[src/hdl/sqcl_regs.svh]
`ifndef SQCL_REGS_SVH
`define SQCL_REGS_SVH
// number of rails one device controls
`define SQCL_RAILS 4
// pin input synchroniser depth
`define SQCL_SYNC_STAGES 3
// one less than the cycles between switching successive rails off (and on)
`define SQCL_STEP_CYCLES 8'h04
`define SQCL_STEP_RESET 8'h00
`endif

[src/hdl/sqcl_pkg.sv]
package sqcl_pkg;
	typedef enum logic [2:0] {
		SQCL_OFF = 3'b000,
		SQCL_WAIT_UP = 3'b001,
		SQCL_RAMP_ON = 3'b010,
		SQCL_ON = 3'b011,
		SQCL_WAIT_DN = 3'b100,
		SQCL_RAMP_OFF = 3'b101
	} sqcl_state_t;
	// reaction of this device to a low shared fault line
	typedef enum logic [1:0] {
		SQCL_RESP_IGNORE = 2'b00,
		SQCL_RESP_SHUTDOWN = 2'b01,
		SQCL_RESP_LATCH = 2'b10
	} sqcl_resp_t;
endpackage

[src/hdl/sqcl_pin_sync.sv]
`timescale 1ns/100ps
`include "sqcl_regs.svh"
module sqcl_pin_sync (
	// clock and reset
	input wire logic sys_clk,
	input wire logic srst,
	// raw pin and filtered level
	input wire logic pinRaw,
	output logic pinLevel
);
	logic [2:0] stage_q;
	logic [2:0] stage_d;
	logic level_q;
	logic level_d;

	always_comb begin
		stage_d = {stage_q[1:0], pinRaw};
		level_d = level_q;
		if (stage_q[2] == stage_q[1]) begin
			level_d = stage_q[2];
		end
	end

	always_ff @(posedge sys_clk) begin
		if (srst) begin
			stage_q <= 3'h0;
			level_q <= 1'b0;
		end else begin
			stage_q <= stage_d;
			level_q <= level_d;
		end
	end

	assign pinLevel = level_q;
endmodule

[src/hdl/sqcl_cascade_link.sv]
// Functional notes
// - railsAllOff is high only in the cycle after every rail of this device was below its off threshold.
// - the downstream all-off input, once enabled as off dependency, holds rails on until high.
// - on power request withdrawal the last device in the chain switches off first.
// - the master starts its own off ramp only after all slave rails report off.
// - the fault pin is two-way so several devices may share one pulled-up bus.
// - with no local fault the fault pin is left as an input and its level is watched.
// - a local rail fault drives the fault pin low.
// - a low fault bus triggers the configured response on every device except the one driving it.
// - when the local fault clears the pin is released back to input.
// - rails only power on after the upstream device reports its rails in regulation.
// - with fault handling enabled, deassertion of the general input counts as a fault.
`timescale 1ns/100ps
`include "sqcl_regs.svh"
module sqcl_cascade_link
	import sqcl_pkg::*;
(
	// clock and reset
	input wire logic sys_clk,
	input wire logic srst,
	// host and configuration
	input wire logic powerRequest,
	input wire logic upstreamDepEn,
	input wire logic downstreamDepEn,
	input wire logic generalFaultEn,
	input wire sqcl_pkg::sqcl_resp_t faultResponse,
	input wire logic faultClear,
	// rail monitors
	input wire logic [`SQCL_RAILS-1:0] railAboveGood,
	input wire logic [`SQCL_RAILS-1:0] railBelowOff,
	input wire logic [`SQCL_RAILS-1:0] railFault,
	output logic [`SQCL_RAILS-1:0] railEnable,
	// cascade pins
	input wire logic upstreamGoodPin,
	input wire logic downstreamOffPin,
	input wire logic generalInputPin,
	output logic railsInRegulation,
	output logic railsAllOff,
	// shared fault bus
	input wire logic faultBusIn,
	output logic faultBusOut,
	output logic faultBusOe,
	output logic faultReacting
);
	import sqcl_pkg::*;

	logic upGood;
	logic downOff;
	logic genIn;
	logic busLevel;
	sqcl_state_t state_q;
	sqcl_state_t state_d;
	logic [7:0] step_q;
	logic [7:0] step_d;
	logic [`SQCL_RAILS-1:0] en_q;
	logic [`SQCL_RAILS-1:0] en_d;
	logic good_q;
	logic good_d;
	logic off_q;
	logic off_d;
	logic oe_q;
	logic oe_d;
	logic latch_q;
	logic latch_d;
	logic react_q;
	logic react_d;
	logic localFault;
	logic busFault;
	logic shutNow;
	logic upOk;
	logic downOk;
	logic [4:0] oeHist_q;
	logic [4:0] oeHist_d;

	genvar gi;
	// per-pin three-stage synchronisers
	generate
		for (gi = 0; gi < 4; gi++) begin : g_sync
			logic rawPin;
			logic syncOut;
			// idle-high pins enter inverted so the reset state reads idle
			assign rawPin = (gi == 0) ? upstreamGoodPin :
				(gi == 1) ? downstreamOffPin :
				(gi == 2) ? !generalInputPin : !faultBusIn;
			sqcl_pin_sync u_sync (
				.sys_clk(sys_clk),
				.srst(srst),
				.pinRaw(rawPin),
				.pinLevel(syncOut)
			);
		end
	endgenerate
	assign upGood = g_sync[0].syncOut;
	assign downOff = g_sync[1].syncOut;
	assign genIn = !g_sync[2].syncOut;
	assign busLevel = !g_sync[3].syncOut;

	assign localFault = (|railFault) || (generalFaultEn && !genIn);
	// own drive, and its echo still in the synchroniser, is not a foreign fault
	assign busFault = !busLevel && !oe_q && !(|oeHist_q);
	assign shutNow = latch_q || (busFault && faultResponse != SQCL_RESP_IGNORE) || localFault;
	assign upOk = !upstreamDepEn || upGood;
	assign downOk = !downstreamDepEn || downOff;

	always_comb begin
		state_d = state_q;
		step_d = step_q;
		en_d = en_q;
		if (step_q != `SQCL_STEP_RESET) begin
			step_d = step_q - 8'h01;
		end
		if (shutNow) begin
			en_d = '0;
			state_d = SQCL_OFF;
			step_d = `SQCL_STEP_RESET;
		end else begin
			case (state_q)
				SQCL_OFF: begin
					if (powerRequest) begin
						state_d = SQCL_WAIT_UP;
					end
				end
				SQCL_WAIT_UP: begin
					if (!powerRequest) begin
						state_d = SQCL_OFF;
					end else if (upOk) begin
						state_d = SQCL_RAMP_ON;
					end
				end
				SQCL_RAMP_ON: begin
					if (!powerRequest) begin
						state_d = SQCL_WAIT_DN;
					end else if (&en_q) begin
						state_d = SQCL_ON;
					end else if (step_q == `SQCL_STEP_RESET && upOk) begin
						en_d = {en_q[`SQCL_RAILS-2:0], 1'b1};
						step_d = `SQCL_STEP_CYCLES;
					end
				end
				SQCL_ON: begin
					if (!powerRequest) begin
						state_d = SQCL_WAIT_DN;
					end
				end
				SQCL_WAIT_DN: begin
					// hold rails until downstream reports all off
					if (powerRequest) begin
						state_d = SQCL_RAMP_ON;
					end else if (downOk) begin
						state_d = SQCL_RAMP_OFF;
						step_d = `SQCL_STEP_RESET;
					end
				end
				SQCL_RAMP_OFF: begin
					if (en_q == '0) begin
						state_d = SQCL_OFF;
					end else if (step_q == `SQCL_STEP_RESET) begin
						// last rail on is first off
						en_d = {1'b0, en_q[`SQCL_RAILS-1:1]};
						step_d = `SQCL_STEP_CYCLES;
					end
				end
				default: begin
					state_d = SQCL_OFF;
					en_d = '0;
				end
			endcase
		end
	end

	always_comb begin
		good_d = (&railAboveGood) && (&en_q);
		off_d = &railBelowOff;
		oe_d = localFault;
		oeHist_d = {oeHist_q[3:0], oe_q};
		latch_d = latch_q;
		if (busFault && faultResponse == SQCL_RESP_LATCH) begin
			latch_d = 1'b1;
		end else if (faultClear) begin
			latch_d = 1'b0;
		end
		react_d = busFault && faultResponse != SQCL_RESP_IGNORE;
	end

	always_ff @(posedge sys_clk) begin
		if (srst) begin
			state_q <= SQCL_OFF;
			step_q <= `SQCL_STEP_RESET;
			en_q <= '0;
			good_q <= 1'b0;
			off_q <= 1'b0;
			oe_q <= 1'b0;
			oeHist_q <= 5'h00;
			latch_q <= 1'b0;
			react_q <= 1'b0;
		end else begin
			state_q <= state_d;
			step_q <= step_d;
			en_q <= en_d;
			good_q <= good_d;
			off_q <= off_d;
			oe_q <= oe_d;
			oeHist_q <= oeHist_d;
			latch_q <= latch_d;
			react_q <= react_d;
		end
	end

	assign railEnable = en_q;
	assign railsInRegulation = good_q;
	assign railsAllOff = off_q;
	assign faultBusOut = 1'b0;
	assign faultBusOe = oe_q;
	assign faultReacting = react_q;

	property p_alloff;
		@(posedge sys_clk) disable iff (srst) railsAllOff |-> $past(&railBelowOff);
	endproperty
	a_alloff: assert property (p_alloff) else $error("all-off without rails off");

	property p_downdep;
		@(posedge sys_clk) disable iff (srst)
			(state_q == SQCL_WAIT_DN && !downOk && !shutNow && !powerRequest) |=> en_q == $past(en_q);
	endproperty
	a_downdep: assert property (p_downdep) else $error("rails dropped before downstream off");

	property p_offorder;
		@(posedge sys_clk) disable iff (srst)
			(state_q == SQCL_RAMP_OFF && $past(state_q) != SQCL_RAMP_OFF) |-> $past(downOk);
	endproperty
	a_offorder: assert property (p_offorder) else $error("off ramp without downstream off");

	property p_master;
		@(posedge sys_clk) disable iff (srst)
			(en_q < $past(en_q) && !$past(shutNow)) |-> $past(downOk);
	endproperty
	a_master: assert property (p_master) else $error("master ramped down early");

	property p_never_high;
		@(posedge sys_clk) disable iff (srst) faultBusOe |-> !faultBusOut;
	endproperty
	a_never_high: assert property (p_never_high) else $error("fault bus driven high");

	property p_release;
		@(posedge sys_clk) disable iff (srst) !$past(localFault) |-> !faultBusOe;
	endproperty
	a_release: assert property (p_release) else $error("fault pin not released");

	property p_drive;
		@(posedge sys_clk) disable iff (srst) (|railFault) |=> faultBusOe;
	endproperty
	a_drive: assert property (p_drive) else $error("fault pin not driven");

	property p_react;
		@(posedge sys_clk) disable iff (srst)
			(busFault && faultResponse != SQCL_RESP_IGNORE) |=> railEnable == '0;
	endproperty
	a_react: assert property (p_react) else $error("no response to fault bus");

	property p_gen;
		@(posedge sys_clk) disable iff (srst) (generalFaultEn && !genIn) |=> railEnable == '0;
	endproperty
	a_gen: assert property (p_gen) else $error("general input fault ignored");

	property p_up;
		@(posedge sys_clk) disable iff (srst) $rose(en_q[0]) |-> $past(upOk);
	endproperty
	a_up: assert property (p_up) else $error("power on without upstream good");

	c_on: cover property (@(posedge sys_clk) state_q == SQCL_ON);
	c_off: cover property (@(posedge sys_clk) state_q == SQCL_RAMP_OFF ##[1:40] state_q == SQCL_OFF);
	c_fault: cover property (@(posedge sys_clk) faultBusOe);
	c_react: cover property (@(posedge sys_clk) faultReacting);
endmodule

[config.mk]
export PLATFORM = sky130hd
export DESIGN_NAME = sqcl_cascade_link
export DESIGN_NICKNAME = d
export VERILOG_FILES = /design/src/hdl/sqcl_pkg.sv /design/src/hdl/sqcl_pin_sync.sv /design/src/hdl/sqcl_cascade_link.sv
export VERILOG_INCLUDE_DIRS = /design/src /design/src/hdl
export SDC_FILE = /design/constraint.sdc
export NUM_CORES = 1
export LEC_CHECK = 0
export BUFFER_PORTS_ARGS = -buffer_cell sky130_fd_sc_hd__buf_2
export CAP_MARGIN = 20
export CELL_PAD_IN_SITES_DETAIL_PLACEMENT = 0
export CELL_PAD_IN_SITES_GLOBAL_PLACEMENT = 1
export CORE_AREA = 2 2 56 85
export CTS_CLUSTER_DIAMETER = 80
export DETAILED_ROUTE_END_ITERATION = 8
export DIE_AREA = 0 0 58 87
export PLACE_DENSITY_LB_ADDON = 0.12
export SLEW_MARGIN = 5
export SYNTH_ARGS = -nofsm -noshare
export SYNTH_HDL_FRONTEND = slang
export SYNTH_SLANG_ARGS = --single-unit
[constraint.sdc]
create_clock -name sys_clk -period 2.7 [get_ports sys_clk]
set_clock_uncertainty 0.05 [all_clocks]
set_input_delay 0.54 -clock sys_clk [delete_from_list [all_inputs] [get_ports sys_clk]]
set_output_delay 0.54 -clock sys_clk [all_outputs]
set_load 0.005 [all_outputs]
* Yosys cells after proc, flatten, opt, wreduce, memory -nomap -nowiden *
Cells that the tools add are included.

word-level totals
  register bits after elaboration = 41
  bits in latches = 0
  memory bits (writable) = 0
  ROM bits = 0
  input port bits = 25
  logic and storage cells = 100
  memories kept = 0

cells by class
  add/subtract/negate cells = 1
  multipliers = 0
  div/mod/pow operators = 0
  order comparisons = 0
  eq/ne operators = 21
  shift-type cells = 0
  mux-type cells = 27
  bitwise gates (word level) = 1
  reduce and logical (&&, ||, !) cells = 33

operators with widths
  cell                   count
  $mux W8                8
  $mux W3                9
  $pmux W8 S3            1
  $mux W4                5
  $pmux W3 S6            1
  $ne A2 B2 Y1 const B   8
  $pmux W4 S3            1
  $reduce_and A4 Y1      3
  $reduce_and A6 Y1      2
  $ne A3 B3 Y1 const B   3
  $logic_not A8 Y1       1
  $reduce_bool A8 Y1     1
  $reduce_or A4 Y1       2
  $sub A8 B1 Y8 const B  1
  $logic_and A1 B1 Y1    7
  $eq A3 B2 Y1 const B   2
  $eq A3 B3 Y1 const B   2
  $logic_not A1 Y1       6
  $logic_or A1 B1 Y1     5
  $reduce_or A5 Y1       1
  $eq A1 B1 Y1           4
  $logic_not A4 Y1       1
  $reduce_bool A2 Y1     2
  $eq A3 B1 Y1 const B   1
  other kinds (5)        6

* Logic depth before layout (Yosys ltp) *
  depth in word-level cells = 7
  gate-level depth with buffers = 8
  mapped depth without buffers = 7

* By module *
Synthesis repeated with hierarchy kept, for this count alone.

second synthesis, totals
  cell total of the unflattened synthesis = 192
  area, all modules = 1806.7 um2

modules (own cells, without submodules)
  module             instances  cells each  area an instance (um2)  sequential area each (um2)
  sqcl_cascade_link  1          152         1356.3                  500.5
  sqcl_pin_sync      4          10          112.6                   80.1

* Worst setup path after synthesis *
Ideal clock, no wire load.

  path type = reg-to-reg
  start = register step_q[0]
  end = register en_q[2] (netlist: railEnable[2])
  data arrival time = 2.091 ns
  data required time = 2.580 ns
  path slack = 0.489 ns
  stages on the path, launching flop included = 9
  period minus slack after synthesis = 2.211 ns
  cell sequence = dfxtp_1 inv_1 ha_1 or3b_1 or3_1 buf_6 o21a_4 or3_1 a21oi_1

between the ends
  longest elaborated chain between the ends = 4
  elaborated cells on any way between the ends = 5

RTL lines
  item                           line                      text
  start: declaration             sqcl_cascade_link.sv:53   logic [7:0] step_q;
  start signal: assignment       sqcl_cascade_link.sv:188  step_q <= `SQCL_STEP_RESET;
  start signal: assignment       sqcl_cascade_link.sv:198  step_q <= step_d;
  $logic_not A8 Y1 (no line) *   -
  $logic_and A1 B1 Y1            sqcl_cascade_link.sv:135  end else if (step_q == `SQCL_STEP_RESET && upOk) begin
  $ne A2 B2 Y1 (no line)         -
  $reduce_and A6 Y1 (no line) *  -
  end signal: assignment         sqcl_cascade_link.sv:199  en_q <= en_d;
  end: declaration               sqcl_cascade_link.sv:55   logic [`SQCL_RAILS-1:0] en_q;

Every way passes the cells marked *; elsewhere a longest branch is shown, timed or not.
A chain may end at the register's enable or synchronous reset.

* Final worst setup path *
Same ends and word-level chain as after synthesis.

==> impl_metrics.toml <==
[run_status]
status = "complete, no violations"

[power_and_ir_drop]
p_leak_nw = 0.821
power_density_nw_per_um2 = 586
switching_power_mw = 0.231
p_clk_frac = 0.431
p_seq_frac = 0.529
power.internal_mw = 0.941
pwr-share-comb = 0.040
vdd_drop_max_mv = 0.519
swShare = 0.197

[setup_path]
critPathMaxFanout = 7
crit_required_ns = 2.87
worst_setup_path_start_kind = "flip-flop"
critical_path.max_stage_delay_ns = 0.45
worstSetupPathType = "reg -> reg"
path_cells = "inv_1 -> ha_1 -> or3b_1 -> or3_1 -> o21a_4 -> or3_1 -> a21oi_1"
worst_path_most_repeated_cell = "or3_1"
cp.arrival_ns = 2.54
endpoint_kind = "flip-flop"
cpMaxStageDelayCell = "or3_1"

[sta]
fin_crit_sh = 0.876
setup_tns_ns = 0
setup_violations = 0
drv_slew = 0
worst_slew_pin_slew_ns = 0.585
setup_slack_ns = 0.335
clock.fmax_ghz = 0.423
period_minus_slack_ns = 2.37
whs_ns = 0.342
relSlewSlack = 0.607
hold_violations = 0
rsz0062_at_grt = "no"

[clock_tree]
clockBufferDepth = 2
cts_made_buffers = 5
cts_tree = "done"
cts-root-buf = "clkbuf_8"
insertion_delay_ns = 0.29
cts_hold_buf = 0
clock-sinks = 41
clk_pin_slew_ns = 0.08
h-tree-depth = 2
cts_setup_buffers = 0
cts_resized = 0

[yosys]
yosysWarnings = 0
synth-simple-area-share = 0.262
synthFlopType = "dfxtp_1"
synth.most_common_cell = "dfxtp_1"
synth_compound_area_frac = 0.160
synth_top_area_share = 0.490
synth_top_family_by_area = "simple AND/OR/NAND/NOR gates"
seq_area_frac_synth = 0.490
synth_fp_nets = 213
synth_cell_types = 40
synthXorXnorAreaFrac = 0.0209
synth_mux_area_frac = 0.0119
synth_seq_cells = 41
yosysTopAreaCell = "dfxtp_1"
syn_area_per_cell_um2 = 9.01
synthTopCellsByArea = "dfxtp_1 (49%), nor2b_1 (7.1%), a21oi_1 (3.9%)"
mappedNetlistArea_um2 = 1680
synth_edf_count = 0
ys_top_cells_by_count = "dfxtp_1 (41), nor2b_1 (19), nor2_1 (17)"
synth_cells = 186
async_flop_share = 0
synth_fa_ha_area_frac = 0.0149

[die]
core_um2 = 4350
start_util = 0.385
die_w_um = 58
num_rows = 30
io_pins = 34
die_h_um = 87
die_area_um2 = 5050

[grt]
grt_pass1_vias = 1417
grt_max_degree = 27
grt_pass1_wl_mm = 6.11
overflow = 0
antenna_found_initial = 0
grt_usage = 0.156

[cells_and_area]
layout-drive-gt1-share = 0.213
fin_area_um2 = 2000
ff_latch_area_um2 = 821
diodes = 0
multiInputGateArea_um2 = 792
final_nets = 247
synthToLayoutAreaGrowth_pct = 19.2
fillCellCount = 461

[detailed_routing]
vias = 1431
wl_mm = 3.60
drtPass1Iterations = 4
drtIter0Drc = 71
vias_per_cell = 5.32
drtAntennaViolNets = 0
wl_per_cell_um = 13.4
remaining_drc_errors = 0

[placement]
port_buffers = 32
post-dp-hpwl_mm = 2.65
gp_congestion = 0.779
placed_cell_area_um2 = 1880
dp_worst_setup_slack_ns = 0.354

[flow_run]
maxCapViolCount = 0

[worst_hold_path]
hold_path.class = "in -> reg"
-- placed cells by master, fill, tap and decap left out, types with 3 or more instances in the layout --
cell type / synthesis / routed
dfxtp_1: 41 / 41
buf_2: 0 / 32
nor2b_1: 19 / 19
nor2_1: 17 / 17
a21oi_1: 13 / 13
nand2_1: 12 / 12
or3_1: 7 / 7
o21ai_0: 6 / 6
clkbuf_8: 0 / 6
inv_1: 5 / 5
nor4_1: 5 / 5
nand3_1: 5 / 5
nand2b_1: 4 / 4
nand4_1: 4 / 4
buf_4: 1 / 4
a211oi_1: 3 / 3
o21bai_1: 3 / 3
nor3_1: 3 / 3
xor2_1: 3 / 3
a22oi_1: 3 / 3
-- critical path: cells and delay by family (launching register included) --
kind / cells / cell delay [ns]
simple gates: 3 / 1.21
compound gates: 2 / 0.42
flops: 1 / 0.32
fa+ha+maj: 1 / 0.22
buf+inv: 1 / 0.08
-- final timing paths --
check	start	to	slack (ns)	cells past startpoint
setup reg to reg	step_q[0]$_SDFF_PP0_	railEnable[2]$_SDFFE_PP0P_	0.33	7
hold reg to reg	g_sync[2].u_sync.stage_q[0]$_SDFF_PP0_	g_sync[2].u_sync.stage_q[1]$_SDFF_PP0_	0.39	1
hold / removal	generalInputPin	g_sync[2].u_sync.stage_q[0]$_SDFF_PP0_	0.34	2
setup / recovery	step_q[0]$_SDFF_PP0_	railEnable[2]$_SDFFE_PP0P_	0.33	7
-- flip-flops by register name, indices dropped and copies added, names as in the netlist --
signal,cells
latch_q,1
railsInRegulation,1
g_sync.u_sync.stage_q,12
faultReacting,1
g_sync.u_sync.pinLevel,4
railsAllOff,1
railEnable,4
oeHist_q,5
faultBusOe,1
state_q,3
step_q,8
-- routing by layer --
layer	vias up	track usage	share of wire
li1	718	-	-
met3	8	0.0386	0.064
met5	-	0	0
met2	53	0.278	0.51
met4	0	0.0761	0.026
met1	652	0.169	0.40
-- kinds of logic after synthesis --
| group | count (synthesis) |
|---|---|
| AOI/OAI and AO/OA | 40 |
| adders and majority gates | 2 |
| buffers and inverters | 14 |
| xor gates and xnor gates | 4 |
| other | 1 |
| and+or+nand+nor | 82 |
| muxes | 2 |
| DFF | 41 |
-- power groups by stage --
| stage | Sequential, mW | Clock, mW | Combinational (mW) |
|---|---|---|---|
| 2_1_floorplan | 0.633 | 0 | 0.0251 |
| 3_3_place_gp | 0.633 | 0 | 0.0455 |
| 3_5_place_dp | 0.634 | 0 | 0.0474 |
| 4_1_cts | 0.620 | 0.519 | 0.0476 |
| 5_1_grt | 0.621 | 0.541 | 0.0532 |
| 6_report | 0.620 | 0.505 | 0.0469 |
-- cell type report --
cell class | instances | share of cell area
clock inverters | 1 | 0.0150
clock buffers | 7 | 0.0432
repair buffers | 36 | 0.0952
well taps | 48 | 0.0301
multi-input cells | 131 | 0.396
flip-flops and latches | 41 | 0.411
inverters | 5 | 0.00939
-- metrics by stage --
stage                     cells  power, mW  utilization
after floorplan             186      0.658            -
after global placement      261      0.679        0.432
after detailed placement    261      0.681        0.432
after CTS                   269       1.19        0.459
after global routing        269       1.22        0.459
final                       269       1.17        0.459
Power figures use the tool's default switching activity.
